<file path="config.mk">
export PLATFORM = sky130hd
export DESIGN_NAME = ris_sequencer
export DESIGN_NICKNAME = d
export VERILOG_FILES = /design/src/logic/ris_pkg.sv /design/src/logic/ris_pin_filter.sv /design/src/logic/ris_sequencer.sv
export SDC_FILE = /design/constraint.sdc
export NUM_CORES = 1
export LEC_CHECK = 0
export CAP_MARGIN = 30
export CELL_PAD_IN_SITES_DETAIL_PLACEMENT = 0
export CELL_PAD_IN_SITES_GLOBAL_PLACEMENT = 1
export CORE_MARGIN = 5
export CORE_UTILIZATION = 43
export DETAILED_ROUTE_END_ITERATION = 8
export DONT_BUFFER_PORTS = 1
export GPL_TIMING_DRIVEN = 0
export HOLD_SLACK_MARGIN = 0.15
export PLACE_DENSITY_LB_ADDON = 0.08
export SYNTH_ARGS = -nofsm -noshare
export SYNTH_HDL_FRONTEND = slang
export SYNTH_SLANG_ARGS = --single-unit
</file>
<file path="constraint.sdc">
create_clock -name clk_sys -period 1.4 [get_ports clk_sys]
set_input_delay 0 -clock clk_sys [delete_from_list [all_inputs] [get_ports clk_sys]]
set_output_delay 0 -clock clk_sys [all_outputs]
set_load 0.05 [all_outputs]
</file>
<file path="src/logic/ris_pkg.sv">
`default_nettype none
package ris_pkg;

  // ==========================================================================
  // Timing
  // ==========================================================================
  // One instruction cycle equals one clk_sys period in this build.
  localparam int CLK_NS = 10;
  localparam int TCYC_NS = 10;
  localparam int POR_DELAY_TCYC = 4064;
  // A least time, so the division rounds up.
  localparam int POR_CYCLES = (POR_DELAY_TCYC * TCYC_NS + CLK_NS - 1) / CLK_NS;

  // ==========================================================================
  // Register map
  // ==========================================================================
  localparam logic [2:0] ADDR_TCTRL8 = 3'h0;
  localparam logic [2:0] ADDR_TCTRL16 = 3'h1;
  localparam logic [2:0] ADDR_TSTAT16 = 3'h2;
  localparam logic [2:0] ADDR_TASSOC = 3'h3;
  localparam logic [2:0] ADDR_MISC_EN = 3'h4;
  localparam logic [2:0] ADDR_CORE_STAT = 3'h5;

  localparam int BIT_T8_REQ = 7;
  localparam int BIT_T8_MASK = 6;
  localparam int BIT_T16_LO = 5;
  localparam int T16_SRC = 3;
  localparam int BIT_SER_EN = 0;
  localparam int BIT_KBD_EN = 1;
  localparam int BIT_ST_MASK = 0;
  localparam int BIT_ST_PIN = 1;
  localparam int BIT_ST_EDGE = 2;
  localparam int BIT_ST_WAIT = 3;
  localparam int BIT_ST_STOP = 4;

  localparam logic [7:0] TIMER_COUNT_ONE = 8'h01;
  localparam logic [7:0] TIMER_COUNT_ZERO = 8'h00;
  localparam logic [7:0] READ_ZERO = 8'h00;

  // ==========================================================================
  // Types
  // ==========================================================================
  typedef enum logic [2:0] {
    VEC_RESET, VEC_SWI, VEC_EXT, VEC_TIMER, VEC_TIMER_WAIT, VEC_T16, VEC_SERIAL, VEC_KBD
  } ris_vec_type;

  typedef struct packed {
    logic boundary;
    logic software_interrupt_instr;
    logic wait_enter;
    logic stop_enter;
    logic mask_wr;
    logic mask_val;
  } ris_cmd_type;

  typedef struct packed {
    logic core_reset;
    logic take;
    ris_vec_type vector;
    logic mask;
    logic wait_latch;
    logic stop_latch;
    logic pin_level;
  } ris_rsp_type;

endpackage : ris_pkg
`default_nettype wire

</file>
<file path="src/logic/ris_pin_filter.sv">
`timescale 1ns/1ps
`default_nettype none
module ris_pin_filter #(
  parameter bit IDLE_LEVEL = 1'b1
) (
  input wire logic clk_sys,
  input wire logic nrst,
  input wire logic pin,
  output logic level
);
  import ris_pkg::*;

  logic stage1;
  logic stage2;
  logic stage3;

  // The first stage may be metastable, so only the second stage reads it.
  always_ff @(posedge clk_sys or negedge nrst) begin
    if (!nrst) begin
      stage1 <= IDLE_LEVEL;
      stage2 <= IDLE_LEVEL;
      stage3 <= IDLE_LEVEL;
    end else begin
      stage1 <= pin;
      stage2 <= stage1;
      stage3 <= stage2;
    end
  end

  always_ff @(posedge clk_sys or negedge nrst) begin
    if (!nrst) begin
      level <= IDLE_LEVEL;
    end else if (stage2 == stage3) begin
      level <= stage2;
    end
  end

endmodule : ris_pin_filter
`default_nettype wire

</file>
<file path="src/logic/ris_sequencer.sv">
// How it works
// Power-on holds reset for 4064 cycles.
// Reset pin still low extends reset.
// Driver holds reset pin low long enough.
// Reset clears requests and enable bits.
// Reset sets the global mask bit.
// Reset clears directions, stack, selects reset vector.
// Reset clears stop, wait, edge latches.
// Hardware sources maskable; software interrupt never.
// Disabled enable blocks request, flag still sets.
// Flag clears by status read, then access.
// Requests wait for an instruction boundary.
// Taking an interrupt sets mask, picks vector.
// External request beats internal; internal stays.
// Request pin level readable regardless of mask.
// External request on low level or edge.
// Build option selects edge-only sensing.
// Pulsed sources space pulses past handler.
// Pin still low retriggers after return.
// Timer flag sets on one-to-zero; software clears.
// Timer interrupts only with both masks clear.
// Timer waking wait uses timer-wait vector.
// Three wide-timer flags, own enables, one vector.
// Pins pass synchronisers before edge detection.
//
// Added by the designer: the address map and the address-and-strobe port.
`timescale 1ns/1ps
`default_nettype none
module ris_sequencer #(
  parameter int POR_COUNT = ris_pkg::POR_CYCLES,
  parameter bit EDGE_ONLY = 1'b0
) (
  input wire logic clk_sys,
  input wire logic nrst,
  input wire logic reset_pin_n,
  input wire logic irq_pin_n,
  input wire ris_pkg::ris_cmd_type cpu_cmd,
  input wire logic [7:0] timer_count,
  input wire logic [ris_pkg::T16_SRC-1:0] t16_event,
  input wire logic serial_flag,
  input wire logic kbd_flag,
  input wire logic [2:0] reg_addr,
  input wire logic [7:0] reg_wdata,
  input wire logic reg_wr,
  input wire logic reg_rd,
  output logic [7:0] reg_rdata,
  output ris_pkg::ris_rsp_type cpu_rsp
);
  import ris_pkg::*;

  localparam int CW = $clog2(POR_COUNT + 1);
  localparam logic [CW-1:0] POR_LAST = CW'(POR_COUNT - 1);
  localparam logic [CW-1:0] CNT_ONE = CW'(1);
  localparam logic [CW-1:0] CNT_ZERO = CW'(0);

  typedef enum logic [1:0] {ST_POR, ST_HOLD, ST_RUN} ris_state_type;

  function automatic logic hit(input logic [2:0] addr, input logic [2:0] target);
    hit = (addr == target);
  endfunction : hit

  // ==========================================================================
  // Pin synchronisers
  // ==========================================================================
  logic reset_level;
  logic irq_level;

  ris_pin_filter #(.IDLE_LEVEL(1'b1)) u_reset_filter (
    .clk_sys(clk_sys),
    .nrst(nrst),
    .pin(reset_pin_n),
    .level(reset_level)
  );

  ris_pin_filter #(.IDLE_LEVEL(1'b1)) u_irq_filter (
    .clk_sys(clk_sys),
    .nrst(nrst),
    .pin(irq_pin_n),
    .level(irq_level)
  );

  // ==========================================================================
  // Reset sequencing
  // ==========================================================================
  ris_state_type state;
  ris_state_type next_state;
  logic [CW-1:0] por_count;
  logic core_reset;

  always_comb begin
    next_state = state;
    case (state)
      ST_POR: begin
        if (por_count == POR_LAST) begin
          next_state = reset_level ? ST_RUN : ST_HOLD;
        end
      end
      ST_HOLD: begin
        if (reset_level) begin
          next_state = ST_RUN;
        end
      end
      ST_RUN: begin
        if (!reset_level) begin
          next_state = ST_HOLD;
        end
      end
      default: next_state = ST_POR;
    endcase
  end

  always_ff @(posedge clk_sys or negedge nrst) begin
    if (!nrst) begin
      state <= ST_POR;
    end else begin
      state <= next_state;
    end
  end

  // The count only runs once per power-up; the pin alone cannot restart it.
  always_ff @(posedge clk_sys or negedge nrst) begin
    if (!nrst) begin
      por_count <= CNT_ZERO;
    end else if (state == ST_POR) begin
      por_count <= por_count + CNT_ONE;
    end
  end

  // The enable, flag, latch, mask and vector processes return to their reset values while this is high.
  always_ff @(posedge clk_sys or negedge nrst) begin
    if (!nrst) begin
      core_reset <= 1'b1;
    end else begin
      core_reset <= (next_state != ST_RUN);
    end
  end

  // ==========================================================================
  // Registers written by software
  // ==========================================================================
  logic t8_mask;
  logic [T16_SRC-1:0] t16_en;
  logic ser_en;
  logic kbd_en;

  always_ff @(posedge clk_sys or negedge nrst) begin
    if (!nrst) begin
      t8_mask <= 1'b1;
      t16_en <= '0;
      ser_en <= 1'b0;
      kbd_en <= 1'b0;
    end else if (core_reset) begin
      t8_mask <= 1'b1;
      t16_en <= '0;
      ser_en <= 1'b0;
      kbd_en <= 1'b0;
    end else if (reg_wr) begin
      if (hit(reg_addr, ADDR_TCTRL8)) begin
        t8_mask <= reg_wdata[BIT_T8_MASK];
      end
      if (hit(reg_addr, ADDR_TCTRL16)) begin
        t16_en <= reg_wdata[BIT_T16_LO +: T16_SRC];
      end
      if (hit(reg_addr, ADDR_MISC_EN)) begin
        ser_en <= reg_wdata[BIT_SER_EN];
        kbd_en <= reg_wdata[BIT_KBD_EN];
      end
    end
  end

  // ==========================================================================
  // Narrow timer request
  // ==========================================================================
  logic [7:0] last_count;
  logic t8_flag;
  logic t8_zero;

  assign t8_zero = (last_count == TIMER_COUNT_ONE) && (timer_count == TIMER_COUNT_ZERO);

  always_ff @(posedge clk_sys or negedge nrst) begin
    if (!nrst) begin
      last_count <= TIMER_COUNT_ZERO;
    end else begin
      last_count <= timer_count;
    end
  end

  // Writing a one never sets the flag; only the timer does. A zero arriving
  // with the event loses, so no expiry is dropped.
  always_ff @(posedge clk_sys or negedge nrst) begin
    if (!nrst) begin
      t8_flag <= 1'b0;
    end else if (core_reset) begin
      t8_flag <= 1'b0;
    end else if (t8_zero) begin
      t8_flag <= 1'b1;
    end else if (reg_wr && hit(reg_addr, ADDR_TCTRL8) && !reg_wdata[BIT_T8_REQ]) begin
      t8_flag <= 1'b0;
    end
  end

  // ==========================================================================
  // Wide timer flags with two-step clear
  // ==========================================================================
  logic [T16_SRC-1:0] t16_flag;
  logic [T16_SRC-1:0] t16_armed;
  logic stat_read;
  logic assoc_access;

  assign stat_read = reg_rd && hit(reg_addr, ADDR_TSTAT16);
  assign assoc_access = (reg_rd || reg_wr) && hit(reg_addr, ADDR_TASSOC);

  for (genvar i = 0; i < T16_SRC; i++) begin : g_t16
    always_ff @(posedge clk_sys or negedge nrst) begin
      if (!nrst) begin
        t16_flag[i] <= 1'b0;
        t16_armed[i] <= 1'b0;
      end else if (core_reset) begin
        t16_flag[i] <= 1'b0;
        t16_armed[i] <= 1'b0;
      end else begin
        if (t16_event[i]) begin
          t16_flag[i] <= 1'b1;
        end else if (assoc_access && t16_armed[i]) begin
          t16_flag[i] <= 1'b0;
        end
        if (stat_read) begin
          t16_armed[i] <= t16_flag[i];
        end else if (assoc_access) begin
          t16_armed[i] <= 1'b0;
        end
      end
    end
  end

  // ==========================================================================
  // External request
  // ==========================================================================
  logic irq_prev;
  logic edge_latch;
  logic ext_req;

  // Edge detection reads only the filtered level, never a raw stage.
  always_ff @(posedge clk_sys or negedge nrst) begin
    if (!nrst) begin
      irq_prev <= 1'b1;
    end else begin
      irq_prev <= irq_level;
    end
  end

  // A level-sensitive build keeps asking while the pin stays low, which is
  // how wire-ORed sources get served one after another.
  assign ext_req = EDGE_ONLY ? edge_latch : (edge_latch || !irq_level);

  // ==========================================================================
  // Arbitration
  // ==========================================================================
  logic mask;
  logic wait_latch;
  logic stop_latch;
  logic take_hw;
  logic take_swi;
  logic hw_any;
  logic t8_req;
  logic t16_req;
  logic ser_req;
  logic kbd_req;
  ris_vec_type next_vector;

  assign t8_req = t8_flag && !t8_mask;
  assign t16_req = |(t16_flag & t16_en);
  assign ser_req = serial_flag && ser_en;
  assign kbd_req = kbd_flag && kbd_en;
  assign hw_any = ext_req || t8_req || t16_req || ser_req || kbd_req;

  always_comb begin
    take_hw = cpu_cmd.boundary && !mask && hw_any;
    take_swi = cpu_cmd.software_interrupt_instr && !take_hw;
    next_vector = VEC_SWI;
    if (take_hw) begin
      if (ext_req) begin
        next_vector = VEC_EXT;
      end else if (t8_req) begin
        next_vector = wait_latch ? VEC_TIMER_WAIT : VEC_TIMER;
      end else if (t16_req) begin
        next_vector = VEC_T16;
      end else if (ser_req) begin
        next_vector = VEC_SERIAL;
      end else begin
        next_vector = VEC_KBD;
      end
    end
  end

  // Serving the external source consumes only its edge; internal flags stay
  // set until their own handlers clear them.
  always_ff @(posedge clk_sys or negedge nrst) begin
    if (!nrst) begin
      edge_latch <= 1'b0;
    end else if (core_reset) begin
      edge_latch <= 1'b0;
    end else if (irq_prev && !irq_level) begin
      edge_latch <= 1'b1;
    end else if (take_hw && next_vector == VEC_EXT) begin
      edge_latch <= 1'b0;
    end
  end

  always_ff @(posedge clk_sys or negedge nrst) begin
    if (!nrst) begin
      mask <= 1'b1;
    end else if (core_reset) begin
      mask <= 1'b1;
    end else if (take_hw || take_swi) begin
      mask <= 1'b1;
    end else if (cpu_cmd.wait_enter) begin
      mask <= 1'b0;
    end else if (cpu_cmd.mask_wr) begin
      mask <= cpu_cmd.mask_val;
    end
  end

  always_ff @(posedge clk_sys or negedge nrst) begin
    if (!nrst) begin
      wait_latch <= 1'b0;
      stop_latch <= 1'b0;
    end else if (core_reset) begin
      wait_latch <= 1'b0;
      stop_latch <= 1'b0;
    end else if (take_hw) begin
      wait_latch <= 1'b0;
      stop_latch <= 1'b0;
    end else begin
      if (cpu_cmd.wait_enter) begin
        wait_latch <= 1'b1;
      end
      if (cpu_cmd.stop_enter) begin
        stop_latch <= 1'b1;
      end
    end
  end

  logic take;
  ris_vec_type vector;

  always_ff @(posedge clk_sys or negedge nrst) begin
    if (!nrst) begin
      take <= 1'b0;
      vector <= VEC_RESET;
    end else if (core_reset) begin
      take <= 1'b0;
      vector <= VEC_RESET;
    end else begin
      take <= take_hw || take_swi;
      if (take_hw || take_swi) begin
        vector <= next_vector;
      end
    end
  end

  // ==========================================================================
  // Register read port
  // ==========================================================================
  always_ff @(posedge clk_sys or negedge nrst) begin
    if (!nrst) begin
      reg_rdata <= READ_ZERO;
    end else begin
      reg_rdata <= READ_ZERO;
      if (reg_rd) begin
        case (reg_addr)
          ADDR_TCTRL8: begin
            reg_rdata[BIT_T8_REQ] <= t8_flag;
            reg_rdata[BIT_T8_MASK] <= t8_mask;
          end
          ADDR_TCTRL16: reg_rdata[BIT_T16_LO +: T16_SRC] <= t16_en;
          ADDR_TSTAT16: reg_rdata[BIT_T16_LO +: T16_SRC] <= t16_flag;
          ADDR_MISC_EN: begin
            reg_rdata[BIT_SER_EN] <= ser_en;
            reg_rdata[BIT_KBD_EN] <= kbd_en;
          end
          ADDR_CORE_STAT: begin
            reg_rdata[BIT_ST_MASK] <= mask;
            reg_rdata[BIT_ST_PIN] <= irq_level;
            reg_rdata[BIT_ST_EDGE] <= edge_latch;
            reg_rdata[BIT_ST_WAIT] <= wait_latch;
            reg_rdata[BIT_ST_STOP] <= stop_latch;
          end
          default: reg_rdata <= READ_ZERO;
        endcase
      end
    end
  end

  // ==========================================================================
  // Answer to the CPU sequencer
  // ==========================================================================
  // core_reset tells the core to clear its direction registers and reload
  // the stack pointer; vector holds the reset entry meanwhile.
  assign cpu_rsp = '{
    core_reset: core_reset,
    take: take,
    vector: vector,
    mask: mask,
    wait_latch: wait_latch,
    stop_latch: stop_latch,
    pin_level: irq_level
  };

endmodule : ris_sequencer
`default_nettype wire

</file>
* Yosys cells after proc, flatten, opt, wreduce, memory -nomap -nowiden
Cells that the tools add are included.
** Operators by class
- Add/subtract/negate cells :: 1
- Equality and inequality tests :: 13
- Mux-type cells :: 63
- Bitwise gates (word level) :: 1
- Reduce and logical (&&, ||, !) cells :: 49
** Operators by type and width (count)
- 1-bit 2-to-1 mux :: 43
- 3-bit 2-to-1 mux :: 10
- 3-bit nonzero test :: 8
- 1-bit logical AND :: 16
- 12-bit by 1-bit adder with 12-bit output (second input constant) :: 1
- 12-bit == test (second input constant) :: 1
- 2-bit one-hot mux with 3 select lines :: 2
- 2-bit 2-to-1 mux :: 5
- 2-bit nonzero test :: 5
- 3-bit by 2-bit == test with 1-bit output (second input constant) :: 3
- 8-bit by 1-bit == test with 1-bit output (second input constant) :: 1
- 8-bit logical NOT :: 1
- 8-bit 2-to-1 mux :: 1
- 1-bit logical OR :: 7
- 3-bit == test (second input constant) :: 2
- 2-bit AND reduction :: 3
- 1-bit logical NOT :: 5
- 2-bit one-hot mux with 2 select lines :: 1
- 4-bit nonzero test :: 1
- 3-bit bitwise AND :: 1
- 3-bit by 1-bit == test with 1-bit output (second input constant) :: 1
- 3-bit logical NOT :: 1
- 3-bit OR reduction :: 1
- 1-bit == test :: 2
- other kinds (5) :: 5
** Word-level totals
- Register bits :: 61
- Input port bits :: 36
- Output and inout bits :: 17
- Logic and storage cells :: 158

* Depth between registers and ports, before layout
- Depth after elaboration :: 13
- Depth in mapped cells :: 5

* Modules after synthesis
A second synthesis with hierarchy kept.
** Second synthesis, totals
- Cell total of the unflattened synthesis :: 213
- Area, all modules :: 2506.2 µm²
** By module, submodules not included
- ris_sequencer :: instances 1, cells each 203, area each 2273.4 µm², seq. area each 1331.3 µm²
- ris_pin_filter :: instances 2, cells each 5, area each 116.4 µm², seq. area each 105.1 µm²

* Least setup slack after synthesis
OpenSTA, ideal clock, no wires.
- Path type :: reg-to-reg
- From :: register u_irq_filter.level
- To :: register vector[0]
- Setup time :: 0.079 ns
- Arrival time :: 1.307 ns
- Data required time :: 1.321 ns
- Setup slack :: 0.013 ns
- Stages on the path, launching flop included :: 5
- Path buffers :: 0
- Clock period less this slack :: 1.387 ns
- Path through :: dfstp_2 -> nor2b_1 -> nand3_1 -> o21bai_2 -> mux2i_1
** Between the ends
- Cells in the longest elaborated chain, start to end :: 11
- Elaborated cells on any way between the ends :: 15
- Those cells by class :: mux (4); reduce/logical (11)
** RTL lines
- from (decl) :: RTL line ris_pin_filter.sv:9 : output logic level
- from (signal assigned) :: RTL line ris_pin_filter.sv:34 : level <= stage2;
- 1-bit logical NOT * :: RTL line ris_sequencer.sv:254 : assign ext_req = EDGE_ONLY ? edge_latch : (edge_latch || !irq_level);
- 1-bit logical OR * :: RTL line ris_sequencer.sv:254
- 1-bit logical OR (4 in series) :: RTL line ris_sequencer.sv:275 : assign hw_any = ext_req || t8_req || t16_req || ser_req || kbd_req;
- 1-bit logical AND :: RTL line ris_sequencer.sv:278 : take_hw = cpu_cmd.boundary && !mask && hw_any;
- 1-bit logical NOT :: RTL line ris_sequencer.sv:279 : take_swi = cpu_cmd.software_interrupt_instr && !take_hw;
- 1-bit logical AND :: RTL line ris_sequencer.sv:279
- 1-bit logical OR :: RTL line ris_sequencer.sv:356 : if (take_hw || take_swi) begin
- 2-bit nonzero test (no line)
- to (signal assigned) :: RTL line ris_sequencer.sv:357 : vector <= next_vector;
- to (decl) :: RTL line ris_sequencer.sv:345 : ris_vec_type vector;
Every way passes the cells marked *; elsewhere a longest branch is shown, timed or not. The select of a mux whose other input is x is not followed.
A chain may end at the register's enable or synchronous reset.

* Final worst setup path
- From :: register t8_mask
- To :: register vector[2]
** Between the ends
- Cells in the longest elaborated chain, start to end :: 11
- Elaborated cells on any way between the ends :: 16
- Those cells by class :: mux (5); reduce/logical (11)
** RTL lines
- from (decl) :: RTL line ris_sequencer.sv:141 : logic t8_mask;
- from (signal assigned) :: RTL line ris_sequencer.sv:159 : t8_mask <= reg_wdata[BIT_T8_MASK];
- 1-bit logical NOT * :: RTL line ris_sequencer.sv:271 : assign t8_req = t8_flag && !t8_mask;
- 1-bit logical AND * :: RTL line ris_sequencer.sv:271
- 1-bit logical OR (4 in series) :: RTL line ris_sequencer.sv:275
- 1-bit logical AND :: RTL line ris_sequencer.sv:278
- 1-bit logical NOT :: RTL line ris_sequencer.sv:279
- 1-bit logical AND :: RTL line ris_sequencer.sv:279
- 1-bit logical OR :: RTL line ris_sequencer.sv:356
- 2-bit nonzero test (no line)
Marked as above.

==> impl_metrics.csv <==
group,metric,value,unit
power_and_ir_drop,p_clk_share,43.1,%
synthesis,syn_inst,215,
place,dp_slack,-0.178,ns
detailed_routing,drcViolationCount,0,
sta,rsz0062_at_grt,"yes",
detailed_routing,firstDrtPassIters,4,
power_and_ir_drop,power_frac_seq,51.6,%
synthesis,yosys.area.top_type,"dfrtp_1",
floorplanning,die_w,86.7,µm
synthesis,yosys.area.top_type_share,48.4,%
sta,max_freq,0.737,GHz
sta,fin_crit_sh,96.9,%
sta,setup-tns-final,0,ns
synthesis,syn_nets,252,
synthesis,syn_area,2530,µm²
synthesis,syn-mean-instance-area,11.8,µm²
clock_tree,hold_buffers,33,
detailed_routing,wire_per_inst,15.3,µm
clock_tree,numCtsBuffers,9,
clock_tree,clkTransAtPathRegs,0.07,ns
setup_path,path_max_fanout,7,
sta,period_needed,1.36,ns
synthesis,ys.flop_type,"dfrtp_1",
place,placed_area,2630,µm²
detailed_routing,vias_per_cell,5.05,
setup_path,critPathCaptureType,"register",
flow_run,maxCapViolations,0,
synthesis,ys_seq_area_share,60.9,%
grt,grt_max_degree,62,
power_and_ir_drop,switching_power,801,µW
synthesis,synth-edff-count,0,
floorplanning,row_count,28,
floorplanning,die_h,86.7,µm
final_layout,final_cell_area,3270,µm²
clock_tree,cts_root_buf,"clkbuf_8",
power_and_ir_drop,peakVddDrop,0.937,mV
grt,grt_usage,15.6,%
power_and_ir_drop,power,3.54,mW
floorplanning,start_util,43.5,%
setup_path,critPathLaunchType,"register",
final_layout,insertedDiodeCount,0,
synthesis,ys_top_cells_by_area,"dfrtp_1, dfstp_2, mux2i_1, xnor2_1, a21oi_1",
setup_path,crit_type,"reg -> reg",
clock_tree,cts_sinks,61,
floorplanning,die-area,7520,µm²
detailed_routing,ant_nets,0,
detailed_routing,finalWirelength,5290,µm
place,port_buffers,0,
power_and_ir_drop,combPwrFrac,5.3,%
setup_path,cp_data_arrival_time,1.61,ns
sta,slew_violations,0,
sta,setup_ws,0.0438,ns
setup_path,slowest_stage,"dfstp_2",
sta,hold_ws,-0.642,ns
grt,grt_pass1_wl,8810,µm
run_status,violations,"negative hold slack",
synthesis,yosysWarnings,0,
grt,grt_pass1_vias,1862,
grt,grt_antenna_before_repair,0,
sta,setup_violations,0,
final_layout,syn_to_final_growth,29.4,%
setup_path,cp_cell_sequence,"nand2b_4, nand3_4, o21bai_4, mux2i_1",
power_and_ir_drop,power.density,1080,nW/µm²
clock_tree,htree_levels,3,
final_layout,drive_gt1_share,22.6,%
detailed_routing,vias,1742,
final_layout,nNetsFinal,302,
clock_tree,cts_tree,"built",
grt,grt-ovfl-total,0,
sta,final-hold-violation-count,61,
synthesis,async_reset_ff_share,100,%
synthesis,synth-seq-cells,61,
floorplanning,io_pins,53,
power_and_ir_drop,sw_frac_of_total,22.6,%
detailed_routing,drtIter0Drc,75,
sta,tightest_slew,0.504,ns
worst_hold_path,hold_path.class,"in -> async",
clock_tree,cts_buffer_depth,2,
setup_path,critPathMaxStageDelay,0.55,ns
run_status,status,"finished with violations",
place,gp_congestion,0.781,
setup_path,worstPathRequired,1.66,ns
synthesis,synth_commonest_cells,"dfrtp_1, nand2_1, mux2i_1",
floorplanning,core-area,5820,µm²
sta,clock_skew,0.00851,ns
power_and_ir_drop,cellLeakagePower,1.47,nW
synthesis,synth_cell_types,44,
place,hpwl,3750,µm
sta,max_slew_margin,66.2,%
synthesis,yosysMostFrequentCell,"dfrtp_1",
clock_tree,insertion_delay,0.33,ns
power_and_ir_drop,internal-power,2.74,mW
-- power groups by stage --
| stage | sequential [mW] | clock, mW | combinational (mW) |
|---|---|---|---|
| after floorplan | 1.86 | 0 | 0.0752 |
| after global placement | 1.86 | 0 | 0.0863 |
| after detailed placement | 1.86 | 0 | 0.0875 |
| after CTS | 1.83 | 1.57 | 0.184 |
| after global routing | 1.83 | 1.65 | 0.203 |
| final | 1.83 | 1.53 | 0.188 |
-- path summary, 6_finish.rpt --
kind	startpoint	endpoint	slack, ns	depth (start not counted)
min in group clk_sys	reg_addr[1]	t16_armed[1]$_DFFE_PN0P_	0.16	3
max reg2reg	t8_mask$_DFFE_PN1P_	vector[2]$_DFFE_PN0P_	0.04	4
max in group asynchronous	nrst	u_irq_filter.stage1$_DFF_PN1_	1.85	0
min reg2reg	u_reset_filter.stage1$_DFF_PN1_	u_reset_filter.stage2$_DFF_PN1_	0.36	0
min	nrst	por_count[2]$_DFFE_PN0P_	-0.64	0
max	t8_mask$_DFFE_PN1P_	vector[2]$_DFFE_PN0P_	0.04	4
-- per-stage QoR --
step	utilization [%]	std cells
6_report	56.3	345
5_1_grt	56.3	345
4_1_cts	55.4	343
3_5_place_dp	45.1	290
3_3_place_gp	45.1	290
2_1_floorplan	-	215
-- layout make-up --
| type | instances | area [µm²] |
|---|---|---|
| fillers | 525 | 2540 |
| multi-input cells | 133 | 947 |
| clock inverters | 7 | 73.8 |
| repair buffers | 40 | 385 |
| inverters | 10 | 37.5 |
| plain buffers | 10 | 70.1 |
| flip-flops and latches | 61 | 1540 |
| clock buffers | 9 | 124 |
| well taps | 75 | 93.8 |
-- layout by cell type (no fill, tap or decap), types with 2 or more instances in the layout --
cell type and count:
o211a_1 2, nor4_1 3, clkbuf_8 9, nor2_1 13
xor2_1 2, nand3b_1 2, and3_1 4, maj3_1 2
a21oi_1 12, buf_4 14, nand4_1 6, inv_1 10
and2b_1 2, nand2_1 16, nor3_1 4, mux2i_1 14
clkinv_4 2, xnor2_1 9, o2111ai_1 3, clkinv_2 2
o21ai_0 4, dfstp_2 12, nand2b_1 3, dlygate4sd3_1 32
nand2b_4 2, dfrtp_1 48, and2_1 2, nand3_1 7
-- worst max-delay path, delay by kind of cell, from the launching register on --
kind | cells | cell delay (ns)
AOI/OAI and AO/OA | 1 | 0.27
DFF | 1 | 0.55
muxes | 1 | 0.23
and+or+nand+nor | 2 | 0.23
-- state kept, by name, summed over array words and instances, names as in the netlist, 2 cells and up --
register    cells
por_count      12
state           2
t16_armed       3
vector          3
t16_flag        3
t16_en          3
last_count      8
reg_rdata       8
-- per-layer routing --
layer,GRT usage (%),share of wire (%),vias to the layer above
li1,-,-,843
met1,19.4,45,835
met2,24.8,46,54
met3,5.42,7.5,10
met4,6.94,1.7,0
met5,0,0,-
-- what timing repair did --
item                                    in CTS  in global routing
resized for setup                            8                  9
buffers inserted                             4                  3
endpoints found under the setup margin      21                 21
pin swaps                                    2                  4
endpoints found under the hold margin      100                 61
cloned                                       0                  0
-- logic make-up (layout without fill, tap and decap cells) --
logic type / after synthesis / after routing / share of synthesized area (%)
fa+ha+maj: 3 / 3 / 1.29
flops: 61 / 61 / 60.9
xor+xnor: 11 / 11 / 3.81
mux: 15 / 15 / 5.98
compound gates: 28 / 28 / 7.46
buf+inv: 21 / 76 / 4.15
simple gates: 76 / 76 / 16.4
(Power assumes the default switching activity.)
